File: src/include/socket_ctrl_defines.vh
// Offsets, field positions, reset values and codes of the socket registers
`ifndef SOCKET_CTRL_DEFINES_VH
`define SOCKET_CTRL_DEFINES_VH

// Window decode: offset 0x800 within the socket space, 0x40 per socket
`define WIN_BASE 12'h800
`define WIN_HI_CODE 5'h10
`define SOCKET_STRIDE 7'h40

// Register indices within one socket copy
`define IDX_IF_STATUS 6'h01
`define IDX_POWER 6'h02
`define IDX_IRQ_GEN 6'h03

// Power register fields
`define PWR_OE_BIT 7
`define PWR_VCC_HI 4
`define PWR_VCC_LO 3
`define PWR_VPP_HI 1
`define PWR_VPP_LO 0
`define PWR_WMASK 8'h9B
`define PWR_MARKED 8'h9B
`define PWR_RESET 8'h00
`define PWR_REQ_MASK 5'h1B

// Synchroniser idle levels: requests, resets and event enable high
`define PIN_IDLE 9'h187

// Interrupt and general control fields
`define IRQ_RING_BIT 7
`define IRQ_RST_BIT 6
`define IRQ_KIND_BIT 5
`define IRQ_ROUTE_BIT 4
`define IRQ_SEL_HI 3
`define IRQ_SEL_LO 0
`define IRQ_WMASK 8'hFF
`define IRQ_MARKED 8'h60
`define IRQ_RESET 8'h00

// Interface status field
`define STAT_POWER_BIT 6

// Supply request codes
`define VCC_OFF 2'h0
`define VCC_OFF_RSVD 2'h1
`define VCC_5V 2'h2
`define VCC_3V 2'h3

// Programming voltage codes
`define VPP_OFF 2'h0
`define VPP_VCC 2'h1
`define VPP_12V 2'h2
`define VPP_OFF_RSVD 2'h3

// Functional interrupt line codes
`define SEL_NONE 4'h0
`define SEL_MGMT 4'h2

`endif

File: src/hw/socket_power_irq_ctrl.v
// Per-socket power, reset, card kind and interrupt routing registers
`timescale 1ns/10ps
`default_nettype none
`include "socket_ctrl_defines.vh"

module socket_power_irq_ctrl (
   // Clock and reset
   input wire clk,
   input wire rst_n,
   // Reset and power-event pins
   input wire global_reset_in_n,
   input wire bus_reset_in_n,
   input wire power_event_enable,
   // Configuration-space routing control
   input wire change_route_ctrl,
   // Register window access
   input wire [11:0] reg_addr,
   input wire reg_wr,
   input wire reg_rd,
   input wire [7:0] reg_wdata,
   output reg [7:0] reg_rdata,
   output reg reg_ack,
   // Card pins, per socket
   input wire [1:0] card_is_32bit,
   input wire [1:0] battery_ring_pin,
   input wire [1:0] card_ireq_n,
   input wire [1:0] card_status_change,
   // Card side controls, per socket
   output reg [1:0] card_output_enable,
   output reg [1:0] card_reset_out,
   output reg [1:0] card_kind_select,
   output reg [1:0] ring_indicate,
   // Power switch interface
   output reg [3:0] card_supply_request,
   output reg [3:0] prog_voltage_request,
   output reg [1:0] socket_power_state,
   output reg [1:0] power_req_update,
   // Interrupt routing
   output reg [1:0] status_change_bus_route,
   output reg [1:0] status_change_bus_irq,
   output reg [15:0] legacy_irq,
   output reg system_mgmt_interrupt
);

   localparam NSYNC = 9;

   reg rst_meta_r;
   reg rst_sync_r;
   wire rst_int_n;

   reg [NSYNC-1:0] pin_meta_r;
   reg [NSYNC-1:0] pin_sync_r;
   wire [NSYNC-1:0] pin_raw;

   wire glob_clr_s;
   wire bus_clr_s;
   wire event_en_s;
   wire [1:0] is32_s;
   wire [1:0] ring_s;
   wire [1:0] ireq_s;

   wire clr_marked;
   wire clr_any;

   wire in_window;
   wire [5:0] idx;
   wire sock;

   wire [7:0] pwr_r [0:1];
   wire [7:0] irq_r [0:1];
   wire [1:0] supply_chg;
   wire [1:0] pwr_wr;
   wire [1:0] irq_wr;
   wire [1:0] power_on;

   reg [7:0] rdata_nxt;
   reg [15:0] legacy_nxt;
   reg mgmt_irq_nxt;
   reg [3:0] sel;
   integer s;

   // Reset release through two flip-flops
   always @(posedge clk or negedge rst_n)
   begin
      if (!rst_n)
      begin
         rst_meta_r <= 1'b0;
         rst_sync_r <= 1'b0;
      end
      else
      begin
         rst_meta_r <= 1'b1;
         rst_sync_r <= rst_meta_r;
      end
   end

   assign rst_int_n = rst_sync_r;

   // All pins except card_status_change cross in one vector; bits are unrelated levels
   assign pin_raw = {card_ireq_n, battery_ring_pin, card_is_32bit,
      power_event_enable, bus_reset_in_n, global_reset_in_n};

   always @(posedge clk or negedge rst_int_n)
   begin
      if (!rst_int_n)
      begin
         pin_meta_r <= `PIN_IDLE;
         pin_sync_r <= `PIN_IDLE;
      end
      else
      begin
         pin_meta_r <= pin_raw;
         pin_sync_r <= pin_meta_r;
      end
   end

   assign glob_clr_s = ~pin_sync_r[0];
   assign bus_clr_s = ~pin_sync_r[1];
   assign event_en_s = pin_sync_r[2];
   assign is32_s = pin_sync_r[4:3];
   assign ring_s = pin_sync_r[6:5];
   assign ireq_s = ~pin_sync_r[8:7];

   // global reset always, bus reset only without events
   assign clr_marked = glob_clr_s | (bus_clr_s & ~event_en_s);
   assign clr_any = glob_clr_s | bus_clr_s;

   // window decode, socket select by address bit 6
   assign in_window = reg_addr[11:7] == `WIN_HI_CODE;
   assign idx = reg_addr[5:0];
   assign sock = reg_addr[6];

   genvar g;
   generate
      for (g = 0; g < 2; g = g + 1)
      begin : sk
         assign pwr_wr[g] = reg_wr && in_window && (sock == g) &&
            (idx == `IDX_POWER);
         assign irq_wr[g] = reg_wr && in_window && (sock == g) &&
            (idx == `IDX_IRQ_GEN);

         socket_reg_pair u_regs (
            .clk(clk),
            .rst_n(rst_int_n),
            .clr_any(clr_any),
            .clr_marked(clr_marked),
            .pwr_wr(pwr_wr[g]),
            .irq_wr(irq_wr[g]),
            .wdata(reg_wdata),
            .pwr_r(pwr_r[g]),
            .irq_r(irq_r[g]),
            .supply_chg_r(supply_chg[g])
         );

         // only 5 V and 3 V codes power the socket
         assign power_on[g] =
            (pwr_r[g][`PWR_VCC_HI:`PWR_VCC_LO] == `VCC_5V) ||
            (pwr_r[g][`PWR_VCC_HI:`PWR_VCC_LO] == `VCC_3V);

         always @(posedge clk or negedge rst_int_n)
         begin
            if (!rst_int_n)
            begin
               card_output_enable[g] <= 1'b0;
               card_reset_out[g] <= 1'b0;
               card_kind_select[g] <= 1'b0;
               ring_indicate[g] <= 1'b0;
               card_supply_request[2*g+1:2*g] <= `VCC_OFF;
               prog_voltage_request[2*g+1:2*g] <= `VPP_OFF;
               socket_power_state[g] <= 1'b0;
               power_req_update[g] <= 1'b0;
               status_change_bus_route[g] <= 1'b0;
               status_change_bus_irq[g] <= 1'b0;
            end
            else
            begin
               card_output_enable[g] <= pwr_r[g][`PWR_OE_BIT];
               // reset held until bit 6 set, 16-bit only
               card_reset_out[g] <= ~irq_r[g][`IRQ_RST_BIT] & ~is32_s[g];
               card_kind_select[g] <= irq_r[g][`IRQ_KIND_BIT];
               ring_indicate[g] <= irq_r[g][`IRQ_RING_BIT] & ring_s[g];
               // forwarded two cycles after the write
               card_supply_request[2*g+1:2*g] <=
                  power_on[g] ? pwr_r[g][`PWR_VCC_HI:`PWR_VCC_LO] :
                  `VCC_OFF;
               // prog request ignored while supply off
               prog_voltage_request[2*g+1:2*g] <=
                  (power_on[g] &&
                  pwr_r[g][`PWR_VPP_HI:`PWR_VPP_LO] != `VPP_OFF_RSVD) ?
                  pwr_r[g][`PWR_VPP_HI:`PWR_VPP_LO] : `VPP_OFF;
               socket_power_state[g] <= power_on[g];
               power_req_update[g] <= supply_chg[g];
               // route bit used when control is 0
               // route bit ignored when control is 1
               // empty select also routes to bus
               status_change_bus_route[g] <=
                  (~change_route_ctrl & irq_r[g][`IRQ_ROUTE_BIT]) |
                  (irq_r[g][`IRQ_SEL_HI:`IRQ_SEL_LO] == `SEL_NONE);
               status_change_bus_irq[g] <= card_status_change[g] &
                  ((~change_route_ctrl & irq_r[g][`IRQ_ROUTE_BIT]) |
                  (irq_r[g][`IRQ_SEL_HI:`IRQ_SEL_LO] == `SEL_NONE));
            end
         end
      end
   endgenerate

   // Functional interrupts of I/O cards onto the selected line
   always @*
   begin
      legacy_nxt = 16'h0000;
      mgmt_irq_nxt = 1'b0;
      sel = 4'h0;
      for (s = 0; s < 2; s = s + 1)
      begin
         sel = irq_r[s][`IRQ_SEL_HI:`IRQ_SEL_LO];
         // only I/O cards raise functional interrupts
         if (irq_r[s][`IRQ_KIND_BIT] && ireq_s[s])
         begin
            // code 0010 is system management, 0000 is none, others by number
            if (sel == `SEL_MGMT)
            begin
               mgmt_irq_nxt = 1'b1;
            end
            else if (sel != `SEL_NONE)
            begin
               legacy_nxt[sel] = 1'b1;
            end
         end
      end
   end

   always @(posedge clk or negedge rst_int_n)
   begin
      if (!rst_int_n)
      begin
         legacy_irq <= 16'h0000;
         system_mgmt_interrupt <= 1'b0;
      end
      else
      begin
         legacy_irq <= legacy_nxt;
         system_mgmt_interrupt <= mgmt_irq_nxt;
      end
   end

   // Read mux; unmapped indices read zero
   always @*
   begin
      rdata_nxt = 8'h00;
      if (in_window)
      begin
         case (idx)
            `IDX_IF_STATUS:
            begin
               rdata_nxt[`STAT_POWER_BIT] =
                  sock ? power_on[1] : power_on[0];
            end
            `IDX_POWER:
            begin
               // reserved bits read as stored zeros
               rdata_nxt = sock ? pwr_r[1] : pwr_r[0];
            end
            `IDX_IRQ_GEN:
            begin
               rdata_nxt = sock ? irq_r[1] : irq_r[0];
            end
            default:
            begin
               rdata_nxt = 8'h00;
            end
         endcase
      end
   end

   // Answer one cycle after each access; data held until the next read
   always @(posedge clk or negedge rst_int_n)
   begin
      if (!rst_int_n)
      begin
         reg_rdata <= 8'h00;
         reg_ack <= 1'b0;
      end
      else
      begin
         reg_ack <= reg_rd | reg_wr;
         if (reg_rd)
         begin
            reg_rdata <= rdata_nxt;
         end
      end
   end

endmodule
`default_nettype wire

File: src/hw/socket_reg_pair.v
// Power and interrupt/general control registers of one socket
`timescale 1ns/10ps
`default_nettype none
`include "socket_ctrl_defines.vh"

module socket_reg_pair (
   // Clock and reset
   input wire clk,
   input wire rst_n,
   // Reset sources
   input wire clr_any,
   input wire clr_marked,
   // Write strobes and data
   input wire pwr_wr,
   input wire irq_wr,
   input wire [7:0] wdata,
   // Register contents
   output reg [7:0] pwr_r,
   output reg [7:0] irq_r,
   output reg supply_chg_r
);

   reg [7:0] pwr_nxt;
   reg [7:0] irq_nxt;
   reg supply_chg_nxt;
   reg [7:0] keep_mask;

   always @*
   begin
      keep_mask = 8'hFF;
      if (clr_marked)
      begin
         keep_mask = keep_mask & ~`PWR_MARKED;
      end
      if (clr_any)
      begin
         keep_mask = keep_mask & `PWR_MARKED;
      end
      pwr_nxt = pwr_r & keep_mask;
      irq_nxt = irq_r & ((clr_marked ? ~`IRQ_MARKED : 8'hFF) &
         (clr_any ? `IRQ_MARKED : 8'hFF));
      supply_chg_nxt = 1'b0;
      // Reset has priority; a write in a reset cycle is dropped
      if (pwr_wr && !clr_any && !clr_marked)
      begin
         pwr_nxt = wdata & `PWR_WMASK;
         supply_chg_nxt = ((wdata[4:0] ^ pwr_r[4:0]) & `PWR_REQ_MASK) !=
            5'h00;
      end
      if (irq_wr && !clr_any && !clr_marked)
      begin
         irq_nxt = wdata & `IRQ_WMASK;
      end
   end

   always @(posedge clk or negedge rst_n)
   begin
      if (!rst_n)
      begin
         pwr_r <= `PWR_RESET;
         irq_r <= `IRQ_RESET;
         supply_chg_r <= 1'b0;
      end
      else
      begin
         pwr_r <= pwr_nxt;
         irq_r <= irq_nxt;
         supply_chg_r <= supply_chg_nxt;
      end
   end

endmodule
`default_nettype wire

File: config.mk
export PLATFORM = sky130hd
export DESIGN_NAME = socket_power_irq_ctrl
export DESIGN_NICKNAME = d
export VERILOG_FILES = /design/src/hw/socket_power_irq_ctrl.v /design/src/hw/socket_reg_pair.v
export VERILOG_INCLUDE_DIRS = /design/src /design/src/include
export SDC_FILE = /design/constraint.sdc
export NUM_CORES = 1
export LEC_CHECK = 0
export BUFFER_PORTS_ARGS = -buffer_cell sky130_fd_sc_hd__buf_2
export CAP_MARGIN = 0
export CELL_PAD_IN_SITES_DETAIL_PLACEMENT = 0
export CELL_PAD_IN_SITES_GLOBAL_PLACEMENT = 1
export CORE_MARGIN = 2
export CORE_UTILIZATION = 40
export CTS_BUF_LIST = sky130_fd_sc_hd__clkbuf_2 sky130_fd_sc_hd__clkbuf_4 sky130_fd_sc_hd__clkbuf_8
export CTS_CLUSTER_DIAMETER = 40
export CTS_CLUSTER_SIZE = 16
export DETAILED_ROUTE_END_ITERATION = 7
export PLACE_DENSITY = 0.87
export SYNTH_ARGS = -nofsm -noshare
export SYNTH_HDL_FRONTEND = slang
export SYNTH_SLANG_ARGS = --single-unit
File: constraint.sdc
create_clock -name clk -period 2.9 [get_ports clk]
set_clock_uncertainty 0.15 [all_clocks]
set_input_delay 0.29 -clock clk [delete_from_list [all_inputs] [get_ports clk]]
set_output_delay 0.29 -clock clk [all_outputs]
set_load 0.005 [all_outputs]
# Word level (Yosys, flattened, before mapping)
# Index checks and enable logic that the tools add are counted.
[word_totals]
out_inout_bits = 50
reg_bits = 104
elab_cells = 148
inputBits = 36
[op_classes]
n_mux = 35
eq_ne = 12
reduce_logical = 31
order_cmp = 4
bitwise = 32
[op_table]
columns = ["operator", "count"]
rows = [
  ["$mux 16", 6],
  ["$mux 8", 9],
  ["$and 8x8->8", 5],
  ["$logic_and 1x1->1", 21],
  ["$or 16x16->16", 1],
  ["$mux 7", 2],
  ["$eq 6x2->1 const B", 2],
  ["$pmux 6 s2", 1],
  ["$lt 4x5->1 const B", 2],
  ["$reduce_bool 5->1", 2],
  ["$xor 5x5->5", 2],
  ["$and 1x1->1", 9],
  ["$mux 1", 9],
  ["$not 1->1", 9],
  ["$demux 1 s4", 2],
  ["$eq 2x2->1 const B", 4],
  ["$eq 4x2->1 const B", 2],
  ["$ge 4x1->1 const B", 2],
  ["$logic_not 4->1", 2],
  ["$mux 2", 4],
  ["$reduce_bool 4->1", 2],
  ["$eq 6x1->1 const B", 1],
  ["$eq 5x5->1 const B", 1],
  ["$or 1x1->1", 5],
  ["6 further kinds", 9],
]

# Depth between registers and ports, before layout
[depth]
depth_word = 11
ltp_mapped = 5
ltp_nobuf = 4

# Modules after synthesis
# From an unflattened synthesis, not the netlist that was laid out.
[hier_totals]
hier_cells = 310
area_unflattened_um2 = 3971.3
[modules_own_cells]
columns = ["module", "seq_area_each_um2", "instances", "area_each_um2", "cells_each"]
rows = [
  ["socket_power_irq_ctrl", 1739.2, 1, 2503.7, 181],
  ["socket_reg_pair (sk[1].u_regs)", 425.4, 1, 742.0, 64],
  ["socket_reg_pair (sk[0].u_regs)", 425.4, 1, 725.7, 65],
]

# Least setup slack after synthesis
# Ideal clock, no wire load.
[synth_timing]
path_kind = "input -> register"
start = "input port reg_addr[3]"
end = "register sk[0].u_regs.irq_r[5]"
cell_stages = 4
path_slack_ns = 0.755
t_required_ns = 2.627
setup_time_ns = 0.123
t_arrival_ns = 1.872
n_path_buf = 0
cell_sequence = "or4_4 > or4_4 > or3_4 > mux2i_1"
[synth_between]
elab_chain_cells = 5
[synth_lines]
columns = ["item", "line", "text"]
rows = [
  ["start: declaration", "socket_power_irq_ctrl.v:17", "input wire [11:0] reg_addr,"],
  ["$eq 6x2->1", "-", ""],
  ["$logic_and 1x1->1", "socket_power_irq_ctrl.v:139", "assign irq_wr[g] = reg_wr && in_window && (sock == g) &&"],
  ["$logic_and 1x1->1 (2 in a row)", "socket_reg_pair.v:50", "if (irq_wr && !clr_any && !clr_marked)"],
  ["$mux 8", "socket_reg_pair.v:50", ""],
  ["named net sk[0].u_regs.irq_nxt[5]", "socket_reg_pair.v:24", "reg [7:0] irq_nxt;"],
  ["end signal: assignment", "socket_reg_pair.v:61", "irq_r <= `IRQ_RESET;"],
  ["end signal: assignment", "socket_reg_pair.v:67", "irq_r <= irq_nxt;"],
  ["end: declaration", "socket_reg_pair.v:19", "output reg [7:0] irq_r,"],
]
# The timed path passes the listed nets, and every way through them passes these cells.
# A chain may end at the register's enable or synchronous reset.

# Final worst setup path
[layout_timing]
start = "register pin_sync_r[0]"
end = "register sk[1].u_regs.pwr_r[1]"
[layout_between]
elab_chain_cells = 6
elab_cells_between_ends = 11
cone_classes = "3 x mux; 4 x bitwise; 4 x reduce/logical"
[layout_lines]
columns = ["item", "line", "text"]
rows = [
  ["start: declaration", "socket_power_irq_ctrl.v:52", "reg [NSYNC-1:0] pin_sync_r;"],
  ["start signal: assignment", "socket_power_irq_ctrl.v:108", "pin_sync_r <= `PIN_IDLE;"],
  ["start signal: assignment", "socket_power_irq_ctrl.v:113", "pin_sync_r <= pin_meta_r;"],
  ["$not 1->1 *", "socket_power_irq_ctrl.v:117", "assign glob_clr_s = ~pin_sync_r[0];"],
  ["$or 1x1->1, on equally long branches", "socket_power_irq_ctrl.v:125, socket_power_irq_ctrl.v:126", ""],
  ["$mux 8 or $logic_not 1->1 (tied branches)", "socket_reg_pair.v:31, socket_reg_pair.v:44", ""],
  ["$mux 7 or $logic_and 1x1->1 (tied branches)", "socket_reg_pair.v:35, socket_reg_pair.v:44", ""],
  ["$and 8x8->8 or $logic_and 1x1->1 (tied branches)", "socket_reg_pair.v:39, socket_reg_pair.v:44", ""],
  ["$mux 8 *", "socket_reg_pair.v:44", "if (pwr_wr && !clr_any && !clr_marked)"],
  ["named net sk[1].u_regs.pwr_nxt[1]", "socket_reg_pair.v:23", "reg [7:0] pwr_nxt;"],
  ["end signal: assignment", "socket_reg_pair.v:60", "pwr_r <= `PWR_RESET;"],
  ["end signal: assignment", "socket_reg_pair.v:66", "pwr_r <= pwr_nxt;"],
  ["end: declaration", "socket_reg_pair.v:18", "output reg [7:0] pwr_r,"],
]
# Mark *: on every way through the listed nets, which the timed path passes. The rest lies on a longest branch.

==> out/metrics.yaml <==
wl_per_cell_um: 14.9
rsz0062_at_grt: "false"
drtIter0Drc: 135
r2r_cells: 3
ir_drop_mv: 0.284
tns_ns: 0
cp-start-kind: "flip-flop"
cts_tree: "yes"
clockRootBuffer: "clkbuf_8"
grt_pass1_wl_um: 13500
seqPwrFrac_pct: 61.2
grt_max_degree: 63
maxSlewViolCount: 0
stdcell_area_sq_um: 4850
path_cells: "nand2_1, nor3b_2, mux2i_1"
power.density_nw_per_um2: 498
dp_hpwl_um: 5950
hold_start: "reg_rd"
synth_flop_cell: "dfrtp_1"
num-nets-final: 452
critPathKind: "flip-flop to flip-flop"
crit_required_ns: 3.04
async_flop_share_pct: 100
clk_pin_slew_ns: 0.10
area_growth_pct: 21.7
startpoint: "pin_sync_r[0]$_DFF_PN1_"
highest_layer: "met4"
hold_class: "input pin to flip-flop"
antenna_found_initial: 0
dpl-instance-area_sq_um: 4540
grtUsageTotal_pct: 15.9
final_layout_size_suffix_gt1_share_pct: 30.4
synth_area_sq_um: 3990
max_stage_delay_ns: 0.65
critPathArrivalTime_ns: 2.19
ys_ff_latch: 103
postCtsSetupRepairBufs: 0
port_buffers: 84
setup_viol: 0
clkPwrFrac_pct: 34.2
slew_headroom_pct: 49.3
r2r_setup_slack_ns: 0.85
synth_common_cells: "93 x dfrtp_1, 29 x mux2i_1, 25 x nand2_1"
die_h_um: 104
path_max_fanout: 18
synth.distinct_cells: 33
synth.area.top_cells: "dfrtp_1 58%, mux2i_1 7.3%, dfstp_2 6.6%"
end_kind: "flip-flop"
vias: 2725
crit_slowest_cell: "nor3b_2"
die_x_um: 104
htreeDepth: 3
drt_first_pass_iters: 4
worstMarginPinSlew_ns: 0.760
p_leak_nw: 2.36
dr_wl_met2_um: 3840
num_rows: 36
fin_ws_ns: 0.852
yosysMostFrequentCell: "dfrtp_1"
start_util_pct: 41.0
intPower_w: 0.00183
power_frac_comb_pct: 4.6
routed_wl_um: 8230
wl_met3_um: 359
fmax_ghz: 0.488
synth_edf_count: 0
dp_slack_ns: 0.498
drv_cap: 0
switchingPower_w: 0.000590
gp_congestion: 0.841
worstReg2RegEnd: "sk[1].u_regs.pwr_r[1]$_DFF_PN0_"
power.share.switching_pct: 24.4
die_area_sq_um: 10800
yosysTopAreaCell: "dfrtp_1"
grt_overflow: 0
yosys_warnings: 0
avgViaCountPerCell: 4.92
outcome: "complete, no violations"
synth_top_area_share_pct: 58.3
seq_area_frac_synth_pct: 64.9
rr_startpoint: "pin_sync_r[0]$_DFF_PN1_"
cp-endpoint: "sk[1].u_regs.pwr_r[1]$_DFF_PN0_"
antennaDiodeCount: 0
core_sq_um: 9730
cts.repair.resized: 0
finalCriticalPeriod_ns: 2.05
drcViolationCount: 0
ioPinCount: 86
syn_avg_cell_area_sq_um: 12.5
grt_pass1_vias: 2703
cts.path.max_buffers: 2
wl_met1_um: 3900
numCtsBuffers: 9
insertion_delay_ns: 0.37
ant_nets: 0
post-route-period-util_pct: 70.6
final-hold-violation-count: 0
netlist_instances: 320
clkSinkCount: 103
-- worst max-delay path, delay by kind of cell, from the launching register on --
kind	cells	cell delay, ns
mux	1	0.25
flops	1	0.54
simple gates	2	1.02
-- per-layer routing --
layer  up-vias  GRT usage (%)
met5         -              0
met4         0           6.08
met3        11           3.32
met2        84           24.7
met1      1326           22.1
li1       1304              -
-- state kept, by name, indices dropped and copies added, names as in the netlist, 2 cells and up --
signal / count
card_kind_select: 2
card_output_enable: 2
sk.u_regs.pwr_r: 16
ring_indicate: 2
sk.u_regs.irq_r: 16
reg_rdata: 8
status_change_bus_irq: 2
status_change_bus_route: 2
socket_power_state: 2
sk.u_regs.supply_chg_r: 2
pin_meta_r: 9
card_reset_out: 2
prog_voltage_request: 4
card_supply_request: 4
pin_sync_r: 9
power_req_update: 2
legacy_irq: 15
-- power by group through the flow --
stage	sequential, W	combinational [W]	clock, W
after floorplan	0.00151	0.0000410	0
after global placement	0.00151	0.0000965	0
after detailed placement	0.00151	0.0000988	0
after CTS	0.00148	0.000112	0.000846
after global routing	0.00149	0.000124	0.000901
final	0.00148	0.000111	0.000827
-- worst min path at each step --
stage,endpoint,cells past startpoint
6_report,reg_ack$_DFF_PN0_,2
5_1_grt,reg_ack$_DFF_PN0_,2
4_1_cts,reg_ack$_DFF_PN0_,2
3_5_place_dp,rst_meta_r$_DFF_PN0_,1
3_3_place_gp,rst_meta_r$_DFF_PN0_,1
2_1_floorplan,rst_int_n$_DFF_PN0_,0
-- placed cells by master, fill, tap and decap left out, types with 2 or more instances in the layout --
master          n
nor2_1          8
o32ai_1         2
dfstp_2        10
or2_2           4
nand3_1        16
o21ai_0        13
mux2i_1        29
nand2_1        25
o41a_1          2
and2_1         12
or4_4           3
dlygate4sd3_1  13
xor2_1          8
nand2b_1        5
clkinvlp_4      3
dfrtp_1        92
a21oi_1        14
nor2b_1         2
conb_1          3
nand3b_1        4
a22o_1          8
buf_2          84
buf_4           4
or3_4           2
o22ai_1        22
inv_1          11
nor4_1          2
clkbuf_8        9
-- what timing repair did --
item | 4_1_cts | 5_1_grt
setup endpoints to repair | 0 | 0
endpoints found under the hold margin | 14 | 0
hold buffers | 13 | 0
-- kinds of logic (layout without fill, tap and decap cells) --
family / after synthesis / in the layout / synth area share [%]
other: 2 / 3 / 0.188
xor gates and xnor gates: 8 / 8 / 1.76
muxes: 30 / 30 / 7.84
buffers and inverters: 28 / 128 / 2.76
and+or+nand+nor: 87 / 87 / 12.7
DFF: 103 / 103 / 64.9
AOI/OAI and AO/OA: 62 / 62 / 9.79
-- metrics by stage --
stage | instances | total power (W) | util [%] | hold slack [ns]
floorplan | 321 | 0.00155 | - | -0.156
global route | 554 | 0.00251 | 49.9 | 0.00617
finish | 554 | 0.00242 | 49.9 | 0.0125
detailed placement | 525 | 0.00161 | 46.7 | -0.0736
global placement | 525 | 0.00160 | 46.7 | -0.0737
CTS | 554 | 0.00244 | 49.9 | 0.00584
-- area by class of cell --
cell class	count	area, sq um
fill	880	4870
sequential	103	2590
multi-input combinational	190	1290
timing repair buffer	101	581
tap	133	166
clock buffer	9	124
clock inverter	7	56.3
inverter	11	41.3
Power figures use the tool's default switching activity.
